`config.mk`:
```
export PLATFORM = sky130hd
export DESIGN_NAME = adc_sequence_config_control
export DESIGN_NICKNAME = d
export VERILOG_FILES = /design/src/inc/adc_seq_pkg.sv /design/src/hw/adc_sequence_config_control.sv
export VERILOG_INCLUDE_DIRS = /design/src /design/src/inc
export SDC_FILE = /design/constraint.sdc
export NUM_CORES = 1
export LEC_CHECK = 0
export ABC_AREA = 1
export CAP_MARGIN = 15
export CORE_UTILIZATION = 37
export DETAILED_ROUTE_END_ITERATION = 12
export DONT_BUFFER_PORTS = 1
export PLACE_DENSITY_LB_ADDON = 0.3
export SYNTH_ARGS = -nofsm -noshare
export SYNTH_HDL_FRONTEND = slang
export SYNTH_SLANG_ARGS = --single-unit
export TNS_END_PERCENT = 100
```
`constraint.sdc`:
```
create_clock -name clk -period 3.85 [get_ports clk]
set_input_delay 0.1925 -clock clk [delete_from_list [all_inputs] [get_ports clk]]
set_output_delay 0.1925 -clock clk [all_outputs]
set_load 0.01 [all_outputs]
```
`src/inc/adc_seq_params.svh`:
```
`ifndef ADC_SEQ_PARAMS_SVH
`define ADC_SEQ_PARAMS_SVH

// Register byte offsets
`define OFS_CTRL_TWO 8'h00
`define OFS_CTRL_THREE 8'h04
`define OFS_INPUT_SELECT 8'h08
`define OFS_IRQ_STATUS 8'h0c
`define OFS_IRQ_MASK 8'h10

// Writable bits of each register
`define MASK_CTRL_TWO 32'h0000f43f
`define MASK_CTRL_THREE 32'h00009fff
`define MASK_INPUT_SELECT 32'h9f9f0000
`define MASK_IRQ 32'h00000003

// Reset values
`define RST_CTRL_TWO 32'h00000000
`define RST_CTRL_THREE 32'h00000000
`define RST_INPUT_SELECT 32'h00000000
`define RST_IRQ_MASK 2'h0

// Control two fields
`define REF_MSB 15
`define REF_LSB 13
`define OFFSET_CALIBRATION_ENABLE_BIT 12
`define SCAN_BIT 10
`define FILL_BIT 7
`define SEQ_MSB 5
`define SEQ_LSB 2
`define SPLIT_BIT 1
`define ALT_BIT 0

// Control three fields
`define CLKSRC_BIT 15
`define SAMT_MSB 12
`define SAMT_LSB 8
`define DIV_MSB 7
`define DIV_LSB 0

// Input select fields
`define NEGB_BIT 31
`define POSB_MSB 28
`define POSB_LSB 24
`define NEGA_BIT 23
`define POSA_MSB 20
`define POSA_LSB 16

// Status and mask bits
`define IRQ_SEQ_BIT 0
`define IRQ_RSVD_BIT 1

// Codes
`define TRIG_AUTO 3'h7
`define POS_LAST_AN 5'h0c
`define POS_TEMP 5'h0d
`define POS_IREF 5'h0e
`define POS_HALF 5'h11

`endif

```
`src/inc/adc_seq_pkg.sv`:
```
package adc_seq_pkg;

  typedef enum logic [1:0]
  {
    SMP_IDLE = 2'b01,
    SMP_RUN = 2'b10
  } sampler_state_e;

  typedef logic [4:0] pos_code_t;

endpackage

```
`src/hw/adc_sequence_config_control.sv`:
```
`timescale 1ns/100ps
`include "adc_seq_params.svh"

module adc_sequence_config_control
  import adc_seq_pkg::*;
(
  input wire logic clk,
  input wire logic rst_b,
  input wire logic [7:0] addr,
  input wire logic [31:0] wdata,
  input wire logic wr_en,
  input wire logic rd_en,
  output logic [31:0] rdata_q,
  input wire logic [2:0] trigger_source,
  input wire logic [4:0] scan_channel,
  input wire logic sample_start,
  input wire logic conv_done,
  input wire logic seq_done,
  input wire logic fast_rc_oscillator,
  output logic high_ref_ext_q,
  output logic low_ref_ext_q,
  output logic sh_to_low_q,
  output logic [4:0] pos_sel_q,
  output logic pos_valid_q,
  output logic neg_an1_q,
  output logic use_b_q,
  output logic scan_active_q,
  output logic split_q,
  output logic fill_upper_q,
  output logic conv_tick_q,
  output logic sample_end_q,
  output logic adc_irq_q,
  output logic irq_q
);

  ////////////////////////////////////////////////////////////////
  // Reset release and pin synchronisers

  logic rst_s1_q;
  logic rst_n_q;
  logic frc_s1_q;
  logic frc_s2_q;
  logic frc_s3_q;

  always_ff @(posedge clk or negedge rst_b)
  begin
    if (!rst_b)
    begin
      rst_s1_q <= 1'b0;
      rst_n_q <= 1'b0;
    end
    else
    begin
      rst_s1_q <= 1'b1;
      rst_n_q <= rst_s1_q;
    end
  end

  always_ff @(posedge clk or negedge rst_n_q)
  begin
    if (!rst_n_q)
    begin
      frc_s1_q <= 1'b0;
      frc_s2_q <= 1'b0;
      frc_s3_q <= 1'b0;
    end
    else
    begin
      frc_s1_q <= fast_rc_oscillator;
      frc_s2_q <= frc_s1_q;
      frc_s3_q <= frc_s2_q;
    end
  end

  ////////////////////////////////////////////////////////////////
  // Helpers

  // Codes the multiplexer really has
  function automatic logic pos_ok(input pos_code_t c);
    pos_ok = (c <= `POS_IREF) || (c == `POS_HALF);
  endfunction

  function automatic logic [31:0] merge(input logic [31:0] old,
    input logic [31:0] val, input logic [31:0] mask);
    merge = (old & ~mask) | (val & mask);
  endfunction

  ////////////////////////////////////////////////////////////////
  // Registers

  logic [31:0] ctrl_two_q;
  logic [31:0] ctrl_three_q;
  logic [31:0] input_select_q;
  logic [1:0] irq_status_q;
  logic [1:0] irq_mask_q;
  logic [1:0] irq_set;
  logic sel_two;
  logic sel_three;
  logic sel_input;
  logic sel_status;
  logic sel_mask;

  always_comb
  begin
    sel_two = 1'b0;
    sel_three = 1'b0;
    sel_input = 1'b0;
    sel_status = 1'b0;
    sel_mask = 1'b0;
    if (addr == `OFS_CTRL_TWO)
      sel_two = 1'b1;
    else if (addr == `OFS_CTRL_THREE)
      sel_three = 1'b1;
    else if (addr == `OFS_INPUT_SELECT)
      sel_input = 1'b1;
    else if (addr == `OFS_IRQ_STATUS)
      sel_status = 1'b1;
    else if (addr == `OFS_IRQ_MASK)
      sel_mask = 1'b1;
  end

  always_ff @(posedge clk or negedge rst_n_q)
  begin
    if (!rst_n_q)
    begin
      ctrl_two_q <= `RST_CTRL_TWO;
      ctrl_three_q <= `RST_CTRL_THREE;
      input_select_q <= `RST_INPUT_SELECT;
      irq_mask_q <= `RST_IRQ_MASK;
    end
    else if (wr_en)
    begin
      if (sel_two)
        ctrl_two_q <= merge(ctrl_two_q, wdata, `MASK_CTRL_TWO);
      else if (sel_three)
        ctrl_three_q <= merge(ctrl_three_q, wdata, `MASK_CTRL_THREE);
      else if (sel_input)
        input_select_q <= merge(input_select_q, wdata, `MASK_INPUT_SELECT);
      else if (sel_mask)
        irq_mask_q <= wdata[1:0];
    end
  end

  // Read of status clears it; a new event in that cycle wins
  always_ff @(posedge clk or negedge rst_n_q)
  begin
    if (!rst_n_q)
      irq_status_q <= 2'h0;
    else if (rd_en && sel_status)
      irq_status_q <= irq_set;
    else
      irq_status_q <= irq_status_q | irq_set;
  end

  always_ff @(posedge clk or negedge rst_n_q)
  begin
    if (!rst_n_q)
      rdata_q <= 32'h0;
    else if (!rd_en)
      rdata_q <= 32'h0;
    else if (sel_two)
      rdata_q <= (ctrl_two_q & `MASK_CTRL_TWO)
        | ({31'h0, fill_upper_q} << `FILL_BIT);
    else if (sel_three)
      rdata_q <= ctrl_three_q & `MASK_CTRL_THREE;
    else if (sel_input)
      rdata_q <= input_select_q & `MASK_INPUT_SELECT;
    else if (sel_status)
      rdata_q <= {30'h0, irq_status_q};
    else if (sel_mask)
      rdata_q <= {30'h0, irq_mask_q};
    else
      rdata_q <= 32'h0;
  end

  ////////////////////////////////////////////////////////////////
  // Field views

  logic [2:0] ref_cfg;
  logic offset_calibration_enable;
  logic scan_en;
  logic [3:0] seq_per_irq;
  logic split_mode;
  logic alt_en;
  logic clk_src_frc;
  logic [4:0] samp_time;
  logic [7:0] clk_div;

  assign ref_cfg = ctrl_two_q[`REF_MSB:`REF_LSB];
  assign offset_calibration_enable = ctrl_two_q[`OFFSET_CALIBRATION_ENABLE_BIT];
  assign scan_en = ctrl_two_q[`SCAN_BIT];
  assign seq_per_irq = ctrl_two_q[`SEQ_MSB:`SEQ_LSB];
  assign split_mode = ctrl_two_q[`SPLIT_BIT];
  assign alt_en = ctrl_two_q[`ALT_BIT];
  assign clk_src_frc = ctrl_three_q[`CLKSRC_BIT];
  assign samp_time = ctrl_three_q[`SAMT_MSB:`SAMT_LSB];
  assign clk_div = ctrl_three_q[`DIV_MSB:`DIV_LSB];

  ////////////////////////////////////////////////////////////////
  // Conversion clock

  logic [8:0] div_cnt_q;
  logic [8:0] div_last;
  logic bus_tick;
  logic frc_tick;

  assign div_last = {clk_div, 1'b1};
  assign bus_tick = (div_cnt_q == div_last);
  assign frc_tick = frc_s2_q && !frc_s3_q;

  always_ff @(posedge clk or negedge rst_n_q)
  begin
    if (!rst_n_q)
      div_cnt_q <= 9'h0;
    else if (clk_src_frc || bus_tick)
      div_cnt_q <= 9'h0;
    else
      div_cnt_q <= div_cnt_q + 9'h1;
  end

  always_ff @(posedge clk or negedge rst_n_q)
  begin
    if (!rst_n_q)
      conv_tick_q <= 1'b0;
    else
      conv_tick_q <= clk_src_frc ? frc_tick : bus_tick;
  end

  ////////////////////////////////////////////////////////////////
  // Auto-sample timer

  sampler_state_e smp_state_q;
  logic [4:0] smp_cnt_q;
  logic smp_last;

  assign smp_last = (smp_cnt_q + 5'h1 >= samp_time);

  always_ff @(posedge clk or negedge rst_n_q)
  begin
    if (!rst_n_q)
    begin
      smp_state_q <= SMP_IDLE;
      smp_cnt_q <= 5'h0;
      sample_end_q <= 1'b0;
    end
    else
    begin
      sample_end_q <= 1'b0;
      case (smp_state_q)
        SMP_IDLE:
        begin
          smp_cnt_q <= 5'h0;
          if (sample_start && trigger_source == `TRIG_AUTO)
            smp_state_q <= SMP_RUN;
        end
        SMP_RUN:
        begin
          if (trigger_source != `TRIG_AUTO)
            smp_state_q <= SMP_IDLE;
          else if (conv_tick_q && smp_last)
          begin
            sample_end_q <= 1'b1;
            smp_state_q <= SMP_IDLE;
          end
          else if (conv_tick_q)
            smp_cnt_q <= smp_cnt_q + 5'h1;
        end
        default:
          smp_state_q <= SMP_IDLE;
      endcase
    end
  end

  ////////////////////////////////////////////////////////////////
  // Sequence pacing and buffer halves

  logic [3:0] seq_cnt_q;
  logic irq_hit;

  assign irq_hit = seq_done && (seq_cnt_q >= seq_per_irq);

  always_ff @(posedge clk or negedge rst_n_q)
  begin
    if (!rst_n_q)
      seq_cnt_q <= 4'h0;
    else if (irq_hit)
      seq_cnt_q <= 4'h0;
    else if (seq_done)
      seq_cnt_q <= seq_cnt_q + 4'h1;
  end

  always_ff @(posedge clk or negedge rst_n_q)
  begin
    if (!rst_n_q)
      adc_irq_q <= 1'b0;
    else
      adc_irq_q <= irq_hit;
  end

  always_ff @(posedge clk or negedge rst_n_q)
  begin
    if (!rst_n_q)
      fill_upper_q <= 1'b0;
    else if (!split_mode)
      fill_upper_q <= 1'b0;
    else if (irq_hit)
      fill_upper_q <= !fill_upper_q;
  end

  always_ff @(posedge clk or negedge rst_n_q)
  begin
    if (!rst_n_q)
      split_q <= 1'b0;
    else
      split_q <= split_mode;
  end

  ////////////////////////////////////////////////////////////////
  // Alternate A/B setting

  always_ff @(posedge clk or negedge rst_n_q)
  begin
    if (!rst_n_q)
      use_b_q <= 1'b0;
    else if (!alt_en)
      use_b_q <= 1'b0;
    else if (conv_done)
      use_b_q <= !use_b_q;
  end

  ////////////////////////////////////////////////////////////////
  // Reference and input multiplexer

  pos_code_t pos_fixed;
  pos_code_t pos_next;
  logic neg_fixed;

  always_comb
  begin
    pos_fixed = input_select_q[`POSA_MSB:`POSA_LSB];
    neg_fixed = input_select_q[`NEGA_BIT];
    if (use_b_q)
    begin
      pos_fixed = input_select_q[`POSB_MSB:`POSB_LSB];
      neg_fixed = input_select_q[`NEGB_BIT];
    end
    pos_next = scan_en ? scan_channel : pos_fixed;
  end

  always_ff @(posedge clk or negedge rst_n_q)
  begin
    if (!rst_n_q)
    begin
      high_ref_ext_q <= 1'b0;
      low_ref_ext_q <= 1'b0;
    end
    else
    begin
      high_ref_ext_q <= !ref_cfg[2] && ref_cfg[0];
      low_ref_ext_q <= !ref_cfg[2] && ref_cfg[1];
    end
  end

  always_ff @(posedge clk or negedge rst_n_q)
  begin
    if (!rst_n_q)
    begin
      sh_to_low_q <= 1'b0;
      pos_sel_q <= 5'h0;
      pos_valid_q <= 1'b1;
      neg_an1_q <= 1'b0;
      scan_active_q <= 1'b0;
    end
    else
    begin
      sh_to_low_q <= offset_calibration_enable;
      pos_sel_q <= pos_next;
      pos_valid_q <= offset_calibration_enable || pos_ok(pos_next);
      neg_an1_q <= !offset_calibration_enable && neg_fixed;
      scan_active_q <= scan_en && !offset_calibration_enable;
    end
  end

  ////////////////////////////////////////////////////////////////
  // Interrupt events

  assign irq_set[`IRQ_SEQ_BIT] = irq_hit;
  assign irq_set[`IRQ_RSVD_BIT] = sample_start && !offset_calibration_enable && !pos_ok(pos_next);

  always_ff @(posedge clk or negedge rst_n_q)
  begin
    if (!rst_n_q)
      irq_q <= 1'b0;
    else
      irq_q <= |(irq_status_q & irq_mask_q);
  end

endmodule

```
==> impl_metrics.ini <==
[pwr]
pwr-share-comb_pct = 13.7
netSwitchingPower_w = 0.000772
peak_supply_drop_v = 0.000205
cellPowerDensity_nw_per_um2 = 466
power_frac_clock_pct = 33.9
intPower_w = 0.00187
p_leak_nw = 2.80
switching_share_pct = 29.2
power.sequential.fraction_pct = 52.3

[sta]
grt_setup_unrepaired = no
fin_ws_ns = 1.37
maxSlewHeadroom_pct = 33.7
timing.final.crit_period_ns = 2.48
fin_tns_setup_ns = 0
measured_slew_at_the_worst_slew_check_pin_ns = 0.994
setup_viol = 0
finalHoldViolations = 0
final.setup_skew_ns = 0.00865
finalCritPeriodShare_pct = 64.3
achievable-frequency_mhz = 404
timing_max_transition_violations_final = 0

[worst_hold_path]
hold_path_end = input_select_q[16]$_DFFE_PN0P_
hold_class = in -> reg
whs_path_depth = 2
worst_min_path_start = wdata[16]

[place]
post-place-ws_ns = 1.45
gpl.final_weighted_congestion = 0.836
place.port_buffers = 0
hpwl_mm = 7.69

[grt]
grt_start_max_net_pins = 79
antenna_violations_before_repair = 0
first_global_vias = 3528
gr-total-overflow = 0
grt_pass1_wl_mm = 17.5
track_usage_pct = 17.1

[critical_path]
cp_data_arrival_time_ns = 2.72
crit_chain = ha_1 -> nand2_1 -> inv_1 -> nand2_1 -> xor2_1 -> inv_1 -> ha_1 -> nand2_1 -> nor3_1 -> nor2_1 -> nand3_1 -> nand2_1 -> nand2_1 -> nand2_1
regToRegStartpoint = smp_cnt_q[0]$_DFFE_PN0P_
critical_path.max_stage_delay_ns = 0.44
worstSetupStartpointType = register
critical_path_class = reg -> reg
worstPathBufferInverterCount = 2
critical_path.max_fanout = 9
critPathCaptureType = register
critPathTopFamily = simple AND/OR/NAND/NOR gates
cp_max_delay_cell = dfrtp_1
worst_ep_required_time_ns = 4.09
timing.reg2reg.worst_path_depth = 14
regToRegSetupSlack_ns = 1.37
rr_endpoint = smp_cnt_q[0]$_DFFE_PN0P_
cpMostUsedCell = nand2_1

[final_layout]
drive_gt1_share_pct = 8.87
final_util_pct = 44.4
antennaDiodeCount = 0
sequential_cell_area_um2 = 2810
multi_input_comb_area_um2 = 1710
fin_nets = 638
area.growth.synth_to_final_pct = 16.0
filler_cell_count = 1219

[detailed_routing]
post_drt_via_cell_ratio = 4.83
wl_mm = 10.8
vias = 3606
final_antenna_net_count = 0
violation_count_after_the_first_detailed_route_iteration = 242
detail_route.drc_violations = 0
detail_route.wl_per_cell_um = 14.4
firstDrtPassIters = 6

[clock_tree]
number_of_cells_upsized_or_downsized_after_cts = 0
maximum_clock_path_buffer_count = 2
cts.hold.buffers_added = 35
clock_tree.root_cell = clkbuf_16
cts.clk_slew.worst_paths_ns = 0.08
htree_num_levels = 3
cts_tree = yes
insertion_delay_ns = 0.36
cts_made_buffers = 9
cts_num_sinks = 112
cts_post_setup_buffers_inserted = 0

[floorplan]
die_area_um2 = 13700
ios = 106
die-width_um = 117
placement_rows = 41
start_util_pct = 38.3
die_height_um = 117
core-area_um2 = 12800

[synth]
mappedNetlistArea_um2 = 4890
syn_inst = 533
synth_area_leader_cell = dfrtp_1
synth_area_per_cell_um2 = 9.17
synthesis.yosys.warnings = 0
synth-seq-cells = 112
yosysTopAreaCellShare_pct = 56.3
synth_seq_area_share_pct = 57.4
synthDistinctLibCells = 37
synth_area_leaders = dfrtp_1 (56%), nand2_1 (8.1%), inv_1 (5.6%), nand3_1 (4.0%), nor2_1 (3.5%)

[outcome]
status = completed

[run]
count_of_max_cap_constraint_violations = 0
how the worst max path moves through the flow:
stage | start | endpoint | slack [ns] | depth (start not counted)
2_1_floorplan | rst_n_q$_DFF_PN0_ | adc_irq_q$_DFF_PN0_ | 0.50 | 0
5_1_grt | smp_cnt_q[0]$_DFFE_PN0P_ | smp_cnt_q[0]$_DFFE_PN0P_ | 1.18 | 14
3_3_place_gp | smp_cnt_q[0]$_DFFE_PN0P_ | smp_cnt_q[2]$_DFFE_PN0P_ | 1.60 | 14
4_1_cts | smp_cnt_q[0]$_DFFE_PN0P_ | smp_cnt_q[0]$_DFFE_PN0P_ | 1.41 | 14
3_5_place_dp | smp_cnt_q[0]$_DFFE_PN0P_ | smp_cnt_q[0]$_DFFE_PN0P_ | 1.45 | 14
6_report | smp_cnt_q[0]$_DFFE_PN0P_ | smp_cnt_q[0]$_DFFE_PN0P_ | 1.37 | 14
worst reg2reg max path, cell delays in order, from the launching register on:
cell and delay [ns]:
dfrtp_1 0.44, ha_1 0.24, nand2_1 0.07, inv_1 0.06
nand2_1 0.07, xor2_1 0.21, inv_1 0.07, ha_1 0.30
nand2_1 0.08, nor3_1 0.26, nor2_1 0.08, nand3_1 0.23
nand2_1 0.12, nand2_1 0.09, nand2_1 0.05
per-stage QoR:
stage	hold slack, ns	power, W	std cells	area, um^2
2_1_floorplan	-0.103	0.00166	536	4900
3_3_place_gp	-0.103	0.00173	696	5040
3_5_place_dp	-0.103	0.00175	696	5040
4_1_cts	0.0000835	0.00267	747	5670
5_1_grt	0.00934	0.00280	747	5670
6_report	0.00760	0.00265	747	5670
state kept, by name (all words and copies together), names as in the netlist, 2 cells and up:
signal / count
rdata_q: 28
ctrl_three_q: 14
input_select_q: 12
ctrl_two_q: 11
div_cnt_q: 9
pos_sel_q: 5
smp_cnt_q: 5
seq_cnt_q: 4
irq_mask_q: 2
irq_status_q: 2
smp_state_q: 2
power by group through the flow:
stage	clock network, W	logic [W]	registers, W
after floorplan	0	0.000276	0.00138
after global placement	0	0.000322	0.00140
after detailed placement	0	0.000338	0.00141
after CTS	0.000922	0.000367	0.00139
after global routing	0.000974	0.000424	0.00140
final	0.000898	0.000363	0.00138
synth_stat cells (all sizes together):
cell type	count
dfstp	2
buf	13
or2	4
dfrtp	110
o31ai	2
o21a	2
o22ai	7
a31oi	1
nor3	23
nand2	109
a22o	1
xor2	3
conb	2
xnor2	1
nand3	42
nand4	5
o211ai	3
nor3b	2
a21oi	23
clkbuf	1
inv	78
nor2	48
nor4	1
o21bai	2
o21ai	36
ha	12
per-layer routing:
layer | share of wire (%) | track usage, % | vias to the layer above
li1 | - | - | 1785
met1 | 45 | 21.4 | 1712
met2 | 48 | 28.5 | 95
met3 | 5.6 | 4.07 | 14
met4 | 1.6 | 6.67 | 0
met5 | 0 | 0 | -
final cells by class:
| class | count | area share, % |
|---|---|---|
| clock buffer | 10 | 4.04 |
| clock inverter | 6 | 0.882 |
| inverter | 78 | 5.16 |
| multi-input combinational | 332 | 30.2 |
| sequential | 112 | 49.5 |
| tap | 172 | 3.79 |
| timing repair buffer | 37 | 6.44 |
kinds of logic (layout without fill, tap and decap cells):
family          count (synthesis)  after routing  synth area share [%]
compound gates                 77             77                  9.54
other cells                     2              5                 0.154
simple gates                  234            234                  21.3
buf+inv                        92            131                  7.86
fa+ha+maj                      12             12                  3.07
xor+xnor                        4              4                 0.717
flops                         112            112                  57.4
cells in the final DEF, fill, tap and decap left out, drive strengths merged, types with 2 or more instances in the layout:
| cell | instances |
|---|---|
| or2 | 4 |
| o21ai | 36 |
| nand4 | 5 |
| o22ai | 7 |
| inv | 82 |
| o21bai | 2 |
| a21oi | 23 |
| dfstp | 2 |
| buf | 2 |
| o31ai | 2 |
| dfrtp | 110 |
| nand3 | 42 |
| ha | 12 |
| dlygate4sd3 | 35 |
| nor2 | 48 |
| nor3b | 2 |
| clkbuf | 10 |
| nor3 | 23 |
| conb | 5 |
| o211ai | 3 |
| nand2 | 109 |
| xor2 | 3 |
| o21a | 2 |
(Power assumes the default switching activity.)
